File: config.mk
export PLATFORM = sky130hd
export DESIGN_NAME = image_upgrade_watchdog
export DESIGN_NICKNAME = d
export VERILOG_FILES = /design/src/hdl/upgrade_wd_pkg.sv /design/src/hdl/restart_filter.sv /design/src/hdl/osc_divider.sv /design/src/hdl/image_upgrade_watchdog.sv
export VERILOG_INCLUDE_DIRS = /design/src /design/src/hdl
export SDC_FILE = /design/constraint.sdc
export NUM_CORES = 1
export LEC_CHECK = 0
export ABC_CLOCK_PERIOD_IN_PS = 6600
export BUFFER_PORTS_ARGS = -buffer_cell sky130_fd_sc_hd__buf_2
export CORE_MARGIN = 2
export CORE_UTILIZATION = 30
export DETAILED_ROUTE_END_ITERATION = 6
export PLACE_DENSITY = 0.54
export SYNTH_ARGS = -nofsm -noshare
export SYNTH_HDL_FRONTEND = slang
export SYNTH_HIERARCHICAL = 1
export SYNTH_SLANG_ARGS = --single-unit
File: constraint.sdc
create_clock -name clk -period 6.6 [get_ports clk]
set_clock_uncertainty 0.2 [all_clocks]
set_input_delay 0.33 -clock clk [delete_from_list [all_inputs] [get_ports clk]]
set_output_delay 0.33 -clock clk [all_outputs]
set_load 0.1 [all_outputs]
File: src/hdl/upgrade_wd_map.svh
// Offsets, field positions, reset values and timing counts of the upgrade watchdog.
`ifndef UPGRADE_WD_MAP_SVH
`define UPGRADE_WD_MAP_SVH
`define WD_CNT_W 29
`define WD_SET_W 12
`define WD_GRAN_BITS 17
`define IN_SEL_BIT 13
`define IN_OVR_BIT 12
`define SR_W 41
`define REG_W 39
`define ST_CODE_HI 33
`define ST_CODE_LO 30
`define ST_WDEN_BIT 29
`define PV_SRC_HI 31
`define PV_SRC_LO 28
`define PV_CODE_HI 25
`define PV_CODE_LO 22
`define LD_IMG0 4'h2
`define LD_IMG1_REVERT 4'h3
`define LD_IMG1 4'h4
`define LD_IMG0_REVERT 4'h5
`define RESTART_MIN_NS 250
`define CLK_PERIOD_NS 100
`define RESTART_MIN_CYC ((`RESTART_MIN_NS + `CLK_PERIOD_NS - 1) / `CLK_PERIOD_NS)
`define OSC_DIV_DEF 1
`define ADDR_CTRL 4'h0
`define ADDR_STATUS 4'h1
`define ADDR_CUR 4'h2
`define ADDR_PREV 4'h3
`define ADDR_IRQ_ST 4'h4
`define ADDR_IRQ_MASK 4'h5
`define ADDR_INREG 4'h6
`define CTRL_WDEN_BIT 0
`define CTRL_TIMEOUT_LO 4
`define CTRL_IMG_BIT 16
`define CTRL_USER_BIT 17
`define CTRL_RST 32'h00000001
`endif

File: src/hdl/upgrade_wd_pkg.sv
// Types of the upgrade watchdog block.
package upgrade_wd_pkg;
	typedef enum logic [4:0]
	{
		LD_IDLE = 5'h01,
		LD_IMAGE = 5'h02,
		LD_USER = 5'h04,
		LD_REVERT = 5'h08,
		LD_DONE = 5'h10
	} loader_state_t;
	typedef struct packed
	{
		logic [31:0] wdata;
		logic [3:0] addr;
		logic wr;
		logic rd;
	} reg_req_t;
	typedef struct packed
	{
		logic shift_not_load;
		logic capture_not_update;
		logic din;
	} upg_ctl_t;
endpackage

File: src/hdl/restart_filter.sv
// Synchroniser and minimum-width check for the watchdog restart pulse.
`timescale 1ns/1ps
`include "upgrade_wd_map.svh"
module restart_filter
	import upgrade_wd_pkg::*;
#(
	parameter int MIN_CYC = `RESTART_MIN_CYC
)
(
	input wire logic clk, // System clock.
	input wire logic rst_n, // Synchronous reset, active low.
	input wire logic pin_n, // Restart pin, active low, asynchronous.
	output logic restart // One-cycle pulse after a valid low pulse ends.
);
	logic s1_r;
	logic s2_r;
	logic [7:0] len_r;
	wire long_enough = (len_r >= 8'(MIN_CYC));
	always_ff @(posedge clk)
	begin
		if (!rst_n)
		begin
			s1_r <= 1'b1;
			s2_r <= 1'b1;
			len_r <= 8'h00;
			restart <= 1'b0;
		end
		else
		begin
			s1_r <= pin_n;
			s2_r <= s1_r;
			restart <= s2_r && long_enough;
			if (!s2_r)
				len_r <= (len_r == 8'hFF) ? len_r : len_r + 8'h01;
			else
				len_r <= 8'h00;
		end
	end
endmodule // restart_filter

File: src/hdl/osc_divider.sv
// Internal oscillator tick: one-cycle enable pulse every DIV cycles.
`timescale 1ns/1ps
`include "upgrade_wd_map.svh"
module osc_divider
	import upgrade_wd_pkg::*;
#(
	parameter int DIV = `OSC_DIV_DEF
)
(
	input wire logic clk, // System clock.
	input wire logic rst_n, // Synchronous reset, active low.
	output logic tick // One-cycle oscillator enable.
);
	logic [15:0] cnt_r;
	always_ff @(posedge clk)
	begin
		if (!rst_n)
		begin
			cnt_r <= 16'h0000;
			tick <= 1'b0;
		end
		else if (cnt_r >= 16'(DIV - 1))
		begin
			cnt_r <= 16'h0000;
			tick <= 1'b1;
		end
		else
		begin
			cnt_r <= cnt_r + 16'h0001;
			tick <= 1'b0;
		end
	end
endmodule // osc_divider

File: src/hdl/image_upgrade_watchdog.sv
// Remote upgrade supervisor: image loader tracking, user watchdog and status shift chain.
`timescale 1ns/1ps
`include "upgrade_wd_map.svh"
module image_upgrade_watchdog
	import upgrade_wd_pkg::*;
#(
	parameter int OSC_DIV = `OSC_DIV_DEF,
	parameter int LOAD_CYC = 16
)
(
	input wire logic clk, // System clock, 10 MHz.
	input wire logic rst_n, // Synchronous reset, active low.
	input wire logic [3:0] addr, // Register address.
	input wire logic [31:0] wdata, // Write data.
	input wire logic wr, // Write strobe.
	input wire logic rd, // Read strobe.
	output logic [31:0] rdata, // Read data, one cycle after rd.
	input wire logic watchdog_restart_n, // Restart pulse pin, active low.
	input wire logic reconfig_request_n, // Reconfiguration request pin, active low.
	input wire logic image_select, // Image select pin.
	input wire logic crc_error_in, // CRC error source pin.
	input wire logic status_fault_n, // Status fault source pin, active low.
	input wire logic shift_not_load, // Chain control: shift.
	input wire logic capture_not_update, // Chain control: capture or update.
	input wire logic shift_din, // Chain serial data in.
	output logic shift_dout, // Chain serial data out.
	output logic watchdog_timeout, // Timeout indication, one-cycle pulse.
	output logic [3:0] loader_state_code, // Current loader state code.
	output logic irq // Interrupt, level.
);
	// ----------------------------------------------------------------
	// Input synchronisers
	// ----------------------------------------------------------------
	logic [5:0] pin_s1_r;
	logic [5:0] pin_s2_r;
	wire [5:0] pin_raw = {reconfig_request_n, image_select, crc_error_in, status_fault_n,
		shift_not_load, capture_not_update};
	logic din_s1_r;
	logic din_s2_r;
	// The synchronisers keep running through reset, so the image select pin is settled
	// by the time the loader leaves idle and picks the first image.
	always_ff @(posedge clk)
	begin
		pin_s1_r <= pin_raw;
		pin_s2_r <= pin_s1_r;
		din_s1_r <= shift_din;
		din_s2_r <= din_s1_r;
	end
	upg_ctl_t ctl;
	assign ctl = '{shift_not_load: pin_s2_r[1], capture_not_update: pin_s2_r[0],
		din: din_s2_r};
	wire reconfig_lvl_n = pin_s2_r[5];
	wire img_pin = pin_s2_r[4];
	wire crc_lvl = pin_s2_r[3];
	wire fault_lvl_n = pin_s2_r[2];
	logic reconfig_d_r;
	logic crc_d_r;
	logic fault_d_r;
	wire reconfig_ev = !reconfig_lvl_n && !reconfig_d_r;
	wire crc_ev = crc_lvl && !crc_d_r;
	wire fault_ev = !fault_lvl_n && !fault_d_r;
	// ----------------------------------------------------------------
	// Oscillator tick and restart filter
	// ----------------------------------------------------------------
	logic osc_tick;
	logic restart_p;
	osc_divider #(.DIV(OSC_DIV)) u_osc
	(
		.clk(clk),
		.rst_n(rst_n),
		.tick(osc_tick)
	);
	restart_filter #(.MIN_CYC(`RESTART_MIN_CYC)) u_rst
	(
		.clk(clk),
		.rst_n(rst_n),
		.pin_n(watchdog_restart_n),
		.restart(restart_p)
	);
	// ----------------------------------------------------------------
	// Registers and loader state
	// ----------------------------------------------------------------
	reg_req_t req;
	assign req = '{wdata: wdata, addr: addr, wr: wr, rd: rd};
	logic [31:0] ctrl_r;
	logic [3:0] irq_st_r;
	logic [3:0] irq_mask_r;
	logic [`REG_W-1:0] in_r;
	logic [`SR_W-1:0] sr_r;
	logic [31:0] prev_r;
	logic [`WD_CNT_W-1:0] wd_cnt_r;
	logic [3:0] code_r;
	logic cur_img_r;
	logic app_reset_r;
	loader_state_t state_r;
	loader_state_t state_nxt;
	logic [7:0] load_cnt_r;
	wire wd_en = ctrl_r[`CTRL_WDEN_BIT];
	wire [`WD_SET_W-1:0] wd_set = ctrl_r[`CTRL_TIMEOUT_LO +: `WD_SET_W];
	wire [`WD_CNT_W-1:0] wd_limit = {wd_set, {`WD_GRAN_BITS{1'b0}}};
	wire in_user = (state_r == LD_USER);
	wire wd_expire = in_user && wd_en && osc_tick && (wd_cnt_r >= wd_limit);
	wire any_src = reconfig_ev || crc_ev || fault_ev || wd_expire;
	wire override = in_r[`IN_OVR_BIT];
	wire next_img = override ? in_r[`IN_SEL_BIT] : img_pin;
	wire load_done = (load_cnt_r == 8'(LOAD_CYC - 1));
	// Highest-order source wins when several fire together.
	wire [3:0] src_vec = reconfig_ev ? 4'h8 : crc_ev ? 4'h4 : fault_ev ? 4'h2 : 4'h1;
	wire [3:0] code_norm = next_img ? `LD_IMG1 : `LD_IMG0;
	wire [3:0] code_rev = cur_img_r ? `LD_IMG0_REVERT : `LD_IMG1_REVERT;
	always_comb
	begin
		state_nxt = state_r;
		case (state_r)
			LD_IDLE: state_nxt = LD_IMAGE;
			LD_IMAGE: if (load_done) state_nxt = LD_USER;
			LD_USER: if (wd_expire) state_nxt = LD_REVERT;
				else if (any_src) state_nxt = LD_IMAGE;
			LD_REVERT: if (load_done) state_nxt = LD_USER;
			LD_DONE: state_nxt = LD_IDLE;
			default: state_nxt = LD_IDLE;
		endcase
	end
	always_ff @(posedge clk)
	begin
		if (!rst_n)
		begin
			state_r <= LD_IDLE;
			load_cnt_r <= 8'h00;
			code_r <= 4'h0;
			cur_img_r <= 1'b0;
			prev_r <= 32'h00000000;
			app_reset_r <= 1'b0;
		end
		else
		begin
			state_r <= state_nxt;
			app_reset_r <= (state_r != LD_USER) && (state_nxt == LD_USER);
			if (state_nxt != state_r)
				load_cnt_r <= 8'h00;
			else
				load_cnt_r <= load_cnt_r + 8'h01;
			if ((state_r == LD_IDLE) || (in_user && any_src && !wd_expire))
			begin
				code_r <= code_norm;
				cur_img_r <= next_img;
			end
			else if (wd_expire)
			begin
				code_r <= code_rev;
				cur_img_r <= !cur_img_r;
			end
			if (in_user && any_src)
			begin
				prev_r <= 32'h00000000;
				prev_r[`PV_SRC_HI:`PV_SRC_LO] <= src_vec;
				prev_r[`PV_CODE_HI:`PV_CODE_LO] <= code_r;
			end
		end
	end
	// ----------------------------------------------------------------
	// Watchdog counter
	// ----------------------------------------------------------------
	always_ff @(posedge clk)
	begin
		if (!rst_n || !in_user || restart_p || wd_expire)
			wd_cnt_r <= '0;
		else if (osc_tick && wd_en && (wd_cnt_r != '1))
			wd_cnt_r <= wd_cnt_r + 29'h00000001;
	end
	// ----------------------------------------------------------------
	// Status shift chain
	// ----------------------------------------------------------------
	wire [`REG_W-1:0] cur_stat = {1'b0, 4'h0, code_r, wd_en, wd_cnt_r};
	wire [`REG_W-1:0] prev_stat = {7'h00, prev_r};
	wire [`REG_W-1:0] cap_val = (sr_r[40:39] == 2'b00) ? cur_stat :
		(sr_r[40:39] == 2'b11) ? in_r : prev_stat;
	always_ff @(posedge clk)
	begin
		if (!rst_n || app_reset_r)
		begin
			sr_r <= '0;
			in_r <= '0;
		end
		else if (ctl.shift_not_load)
			sr_r <= {sr_r[40:39], ctl.din, sr_r[38:1]};
		else if (ctl.capture_not_update)
			sr_r[`REG_W-1:0] <= cap_val;
		else
			in_r <= sr_r[`REG_W-1:0] & 39'h0000003000;
	end
	// ----------------------------------------------------------------
	// Register bus and interrupts
	// ----------------------------------------------------------------
	wire sel_ctrl = req.wr && (req.addr == `ADDR_CTRL);
	wire sel_ist = req.wr && (req.addr == `ADDR_IRQ_ST);
	wire sel_msk = req.wr && (req.addr == `ADDR_IRQ_MASK);
	wire [3:0] ev_vec = {reconfig_ev, crc_ev, fault_ev, wd_expire};
	wire [31:0] stat_word = {26'h0, cur_img_r, in_user, code_r};
	wire [31:0] rd_mux = (req.addr == `ADDR_CTRL) ? ctrl_r :
		(req.addr == `ADDR_STATUS) ? stat_word :
		(req.addr == `ADDR_CUR) ? cur_stat[31:0] :
		(req.addr == `ADDR_PREV) ? prev_r :
		(req.addr == `ADDR_IRQ_ST) ? {28'h0, irq_st_r} :
		(req.addr == `ADDR_IRQ_MASK) ? {28'h0, irq_mask_r} :
		(req.addr == `ADDR_INREG) ? in_r[31:0] : 32'h00000000;
	always_ff @(posedge clk)
	begin
		if (!rst_n || app_reset_r)
			ctrl_r <= `CTRL_RST;
		else if (sel_ctrl)
			ctrl_r <= req.wdata;
	end
	always_ff @(posedge clk)
	begin
		if (!rst_n)
		begin
			irq_st_r <= 4'h0;
			irq_mask_r <= 4'h0;
			rdata <= 32'h00000000;
			irq <= 1'b0;
			watchdog_timeout <= 1'b0;
			loader_state_code <= 4'h0;
			shift_dout <= 1'b0;
			reconfig_d_r <= 1'b0;
			crc_d_r <= 1'b0;
			fault_d_r <= 1'b0;
		end
		else
		begin
			irq_st_r <= (irq_st_r & ~(sel_ist ? req.wdata[3:0] : 4'h0)) | ev_vec;
			if (sel_msk)
				irq_mask_r <= req.wdata[3:0];
			rdata <= req.rd ? rd_mux : 32'h00000000;
			irq <= |(irq_st_r & irq_mask_r);
			watchdog_timeout <= wd_expire;
			loader_state_code <= code_r;
			shift_dout <= sr_r[0];
			reconfig_d_r <= !reconfig_lvl_n;
			crc_d_r <= crc_lvl;
			fault_d_r <= !fault_lvl_n;
		end
	end
endmodule // image_upgrade_watchdog

==> impl_metrics.yaml <==
status:
  status: "finished, final reports clean"
synthesis:
  async_reset_ff_share_pct: 0
  yosysSeqAreaShare_pct: 47.56
  synthMuxAreaShare_pct: 6.461
  synthCells: 995
  synthXorXnorAreaFrac_pct: 3.400
  ys_ff_latch: 202
  syn_area_per_cell_sq_um: 8.545
  syn_area_sq_mm: 0.008502
  synth.distinct_cells: 60
  synthAdderAreaFrac_pct: 2.355
  synth_flop_cell: "dfxtp_1"
  synth_compound_area_share_pct: 13.13
  synth_top_family_by_area: "simple AND/OR/NAND/NOR gates"
  yosys.area_share.simple_pct: 22.53
  synth-edff-count: 0
  yosysWarnings: 6
floorplanning:
  die_h_um: 172.3
  io_pins: 87
  die_w_um: 172.3
  die-area_sq_mm: 0.02970
  rows: 61
  core_area_sq_mm: 0.02786
  start_util_pct: 30.52
place:
  gp_congestion: 0.8330
  hpwl_um: 14990
  dp_cells: 1405
  portBuffers: 85
power:
  leakagePower_nw: 3.997
  power.total_mw: 2.859
  peakVddDrop_v: 0.0001152
  powerDensity_mw_per_mm2: 272.1
critical_path:
  start_kind: "flip-flop"
  cp-end-kind: "flip-flop"
  worst-path-max-fanout: 29
  crit_type: "reg2reg"
  worstPathArrival_ps: 3630
  required_ps: 6750
sta:
  worst_pin_slew_ps: 1090
  holdWs_ps: 102.6
  slew_viol_final: 0
  setup_viol: 0
  hold_viol: 0
  fmax_ghz: 0.2870
  relSlewSlack_pct: 27.34
  finalCritPeriodShare_pct: 52.80
  fin_tns_setup_ps: 0
  rsz0062_at_grt: "false"
  period_minus_slack_ps: 3485
detailed_routing:
  wl_um: 22080
  ant_nets: 0
  firstDrtPassIters: 4
  post_drt_wl_per_cell_um: 14.84
  num_vias: 7109
  dr.first_iter.drc_count: 405
  drc: 0
  via_per_inst: 4.778
cts:
  clockBufferDepth: 3
  cts_tree: "built"
  clkLatencyLatePin_ps: 510
  cts-root-buf: "clkbuf_16"
  clock_sinks: 202
  cts_setup_buffers: 0
  cts_buffers: 24
  path_clk_slew_ps: 60
  htree_levels: 1
  cts_resized: 0
layout:
  finalNonFillerCells: 1488
  drive_gt1_share_pct: 13.69
  nNetsFinal: 1158
  diodes: 0
  final_common_cell: "dfxtp_1"
  area_growth_pct: 23.58
  layout_common_cells: "dfxtp_1, nor2_1, nand2_1, a21oi_1, buf_2"
grt:
  grt_pass1_wl_um: 35130
  grt_max_degree: 82
  antenna_found_initial: 0
  grt_pass1_vias: 6609
  track_usage_pct: 14.72
  grt_overflow: 0
min_path:
  min_path_type: "in2reg"
flow_run:
  drv_cap: 0
## per-stage QoR
step / area, sq um / util [%] / worst slack, ps
final: 10510 / 37.71 / 3115
after global routing: 10510 / 37.71 / 2798
after CTS: 10510 / 37.71 / 3060
after detailed placement: 9198 / 33.02 / 3054
after global placement: 9198 / 33.02 / 3159
after floorplan: 8506 / - / 4111
## synthesized netlist by cell type (9+ instances only)
| library cell | n | area, sq um |
|---|---|---|
| a21oi_1 | 96 | 480.5 |
| a22oi_1 | 28 | 210.2 |
| a31oi_1 | 9 | 56.30 |
| and2_1 | 9 | 56.30 |
| and3_1 | 10 | 62.56 |
| clkbuf_1 | 40 | 150.1 |
| dfxtp_1 | 202 | 4044 |
| ha_1 | 16 | 200.2 |
| inv_1 | 27 | 101.4 |
| mux2i_1 | 47 | 470.5 |
| nand2_1 | 104 | 390.4 |
| nand2b_1 | 14 | 87.58 |
| nand3_1 | 27 | 135.1 |
| nand4_1 | 10 | 62.56 |
| nor2_1 | 168 | 630.6 |
| nor2b_1 | 19 | 118.9 |
| nor3_1 | 18 | 90.09 |
| nor4_1 | 10 | 62.56 |
| o21ai_0 | 21 | 105.1 |
| xnor2_1 | 20 | 175.2 |
| xor2_1 | 13 | 113.9 |
## flip-flops by register name (all words and copies together), names as in the netlist, 7 cells and up
name,cells
sr_r,39
ctrl_r,32
rdata,32
wd_cnt_r,29
load_cnt_r,8
u_rst/len_r,8
prev_r,7
## power by group
| part | switching [mW] | internal, mW |
|---|---|---|
| sequential | 0.0105 | 1.24 |
| clock | 0.513 | 0.960 |
| combinational | 0.0841 | 0.0548 |
| total | 0.608 | 2.25 |
## critical path, stage by stage, from the launching register on
cell and delay (ps):
dfxtp_1 370, ha_1 340, nand4_1 180, nor3_1 260, a311oi_2 160, a311oi_4 720, or4b_1 940, nor2_1 140
## kinds of logic after synthesis
family	count (synthesis)
other	1
multiplexers	54
XOR/XNOR	33
buffers and inverters	89
adder cells (fa/ha/maj)	16
AO/OA/AOI/OAI	184
flip-flops	202
AND/OR/NAND/NOR	416
## area by class of cell
| cell class | instances | area (sq um) |
|---|---|---|
| Clock inverter | 8 | 168.9 |
| Inverter | 27 | 101.3 |
| Tap cell | 378 | 473.0 |
| Fill cell | 2851 | 17350 |
| Multi-Input combinational cell | 705 | 4091 |
| Timing Repair Buffer | 134 | 895.9 |
| Sequential cell | 202 | 4046 |
| Clock buffer | 34 | 729.5 |
## final timing paths
path	from	endpoint	slack, ps	depth (start not counted)
max	wd_cnt_r[27]	wd_cnt_r[13]	3120	7
min reg2reg	pin_s1_r[2]	pin_s2_r[2]	120	0
max reg2reg	wd_cnt_r[27]	wd_cnt_r[13]	3120	7
min	rst_n	u_rst/s1_r	100	3
## repair_timing
action                                  CTS  global route
endpoints found under the hold margin    49             0
hold buffers                             41             0
endpoints found under the setup margin    0             0
## routing by layer
metal  global-route usage [%]  part of all wire (%)  up-vias
li1                         -                     -     3600
met1                    20.43                    50     3313
met2                    23.60                    44      165
met3                    2.380                   4.4       31
met4                    4.092                   2.0        0
met5                        0                     0        -
Note: power is estimated with default switching activity, not from simulation.
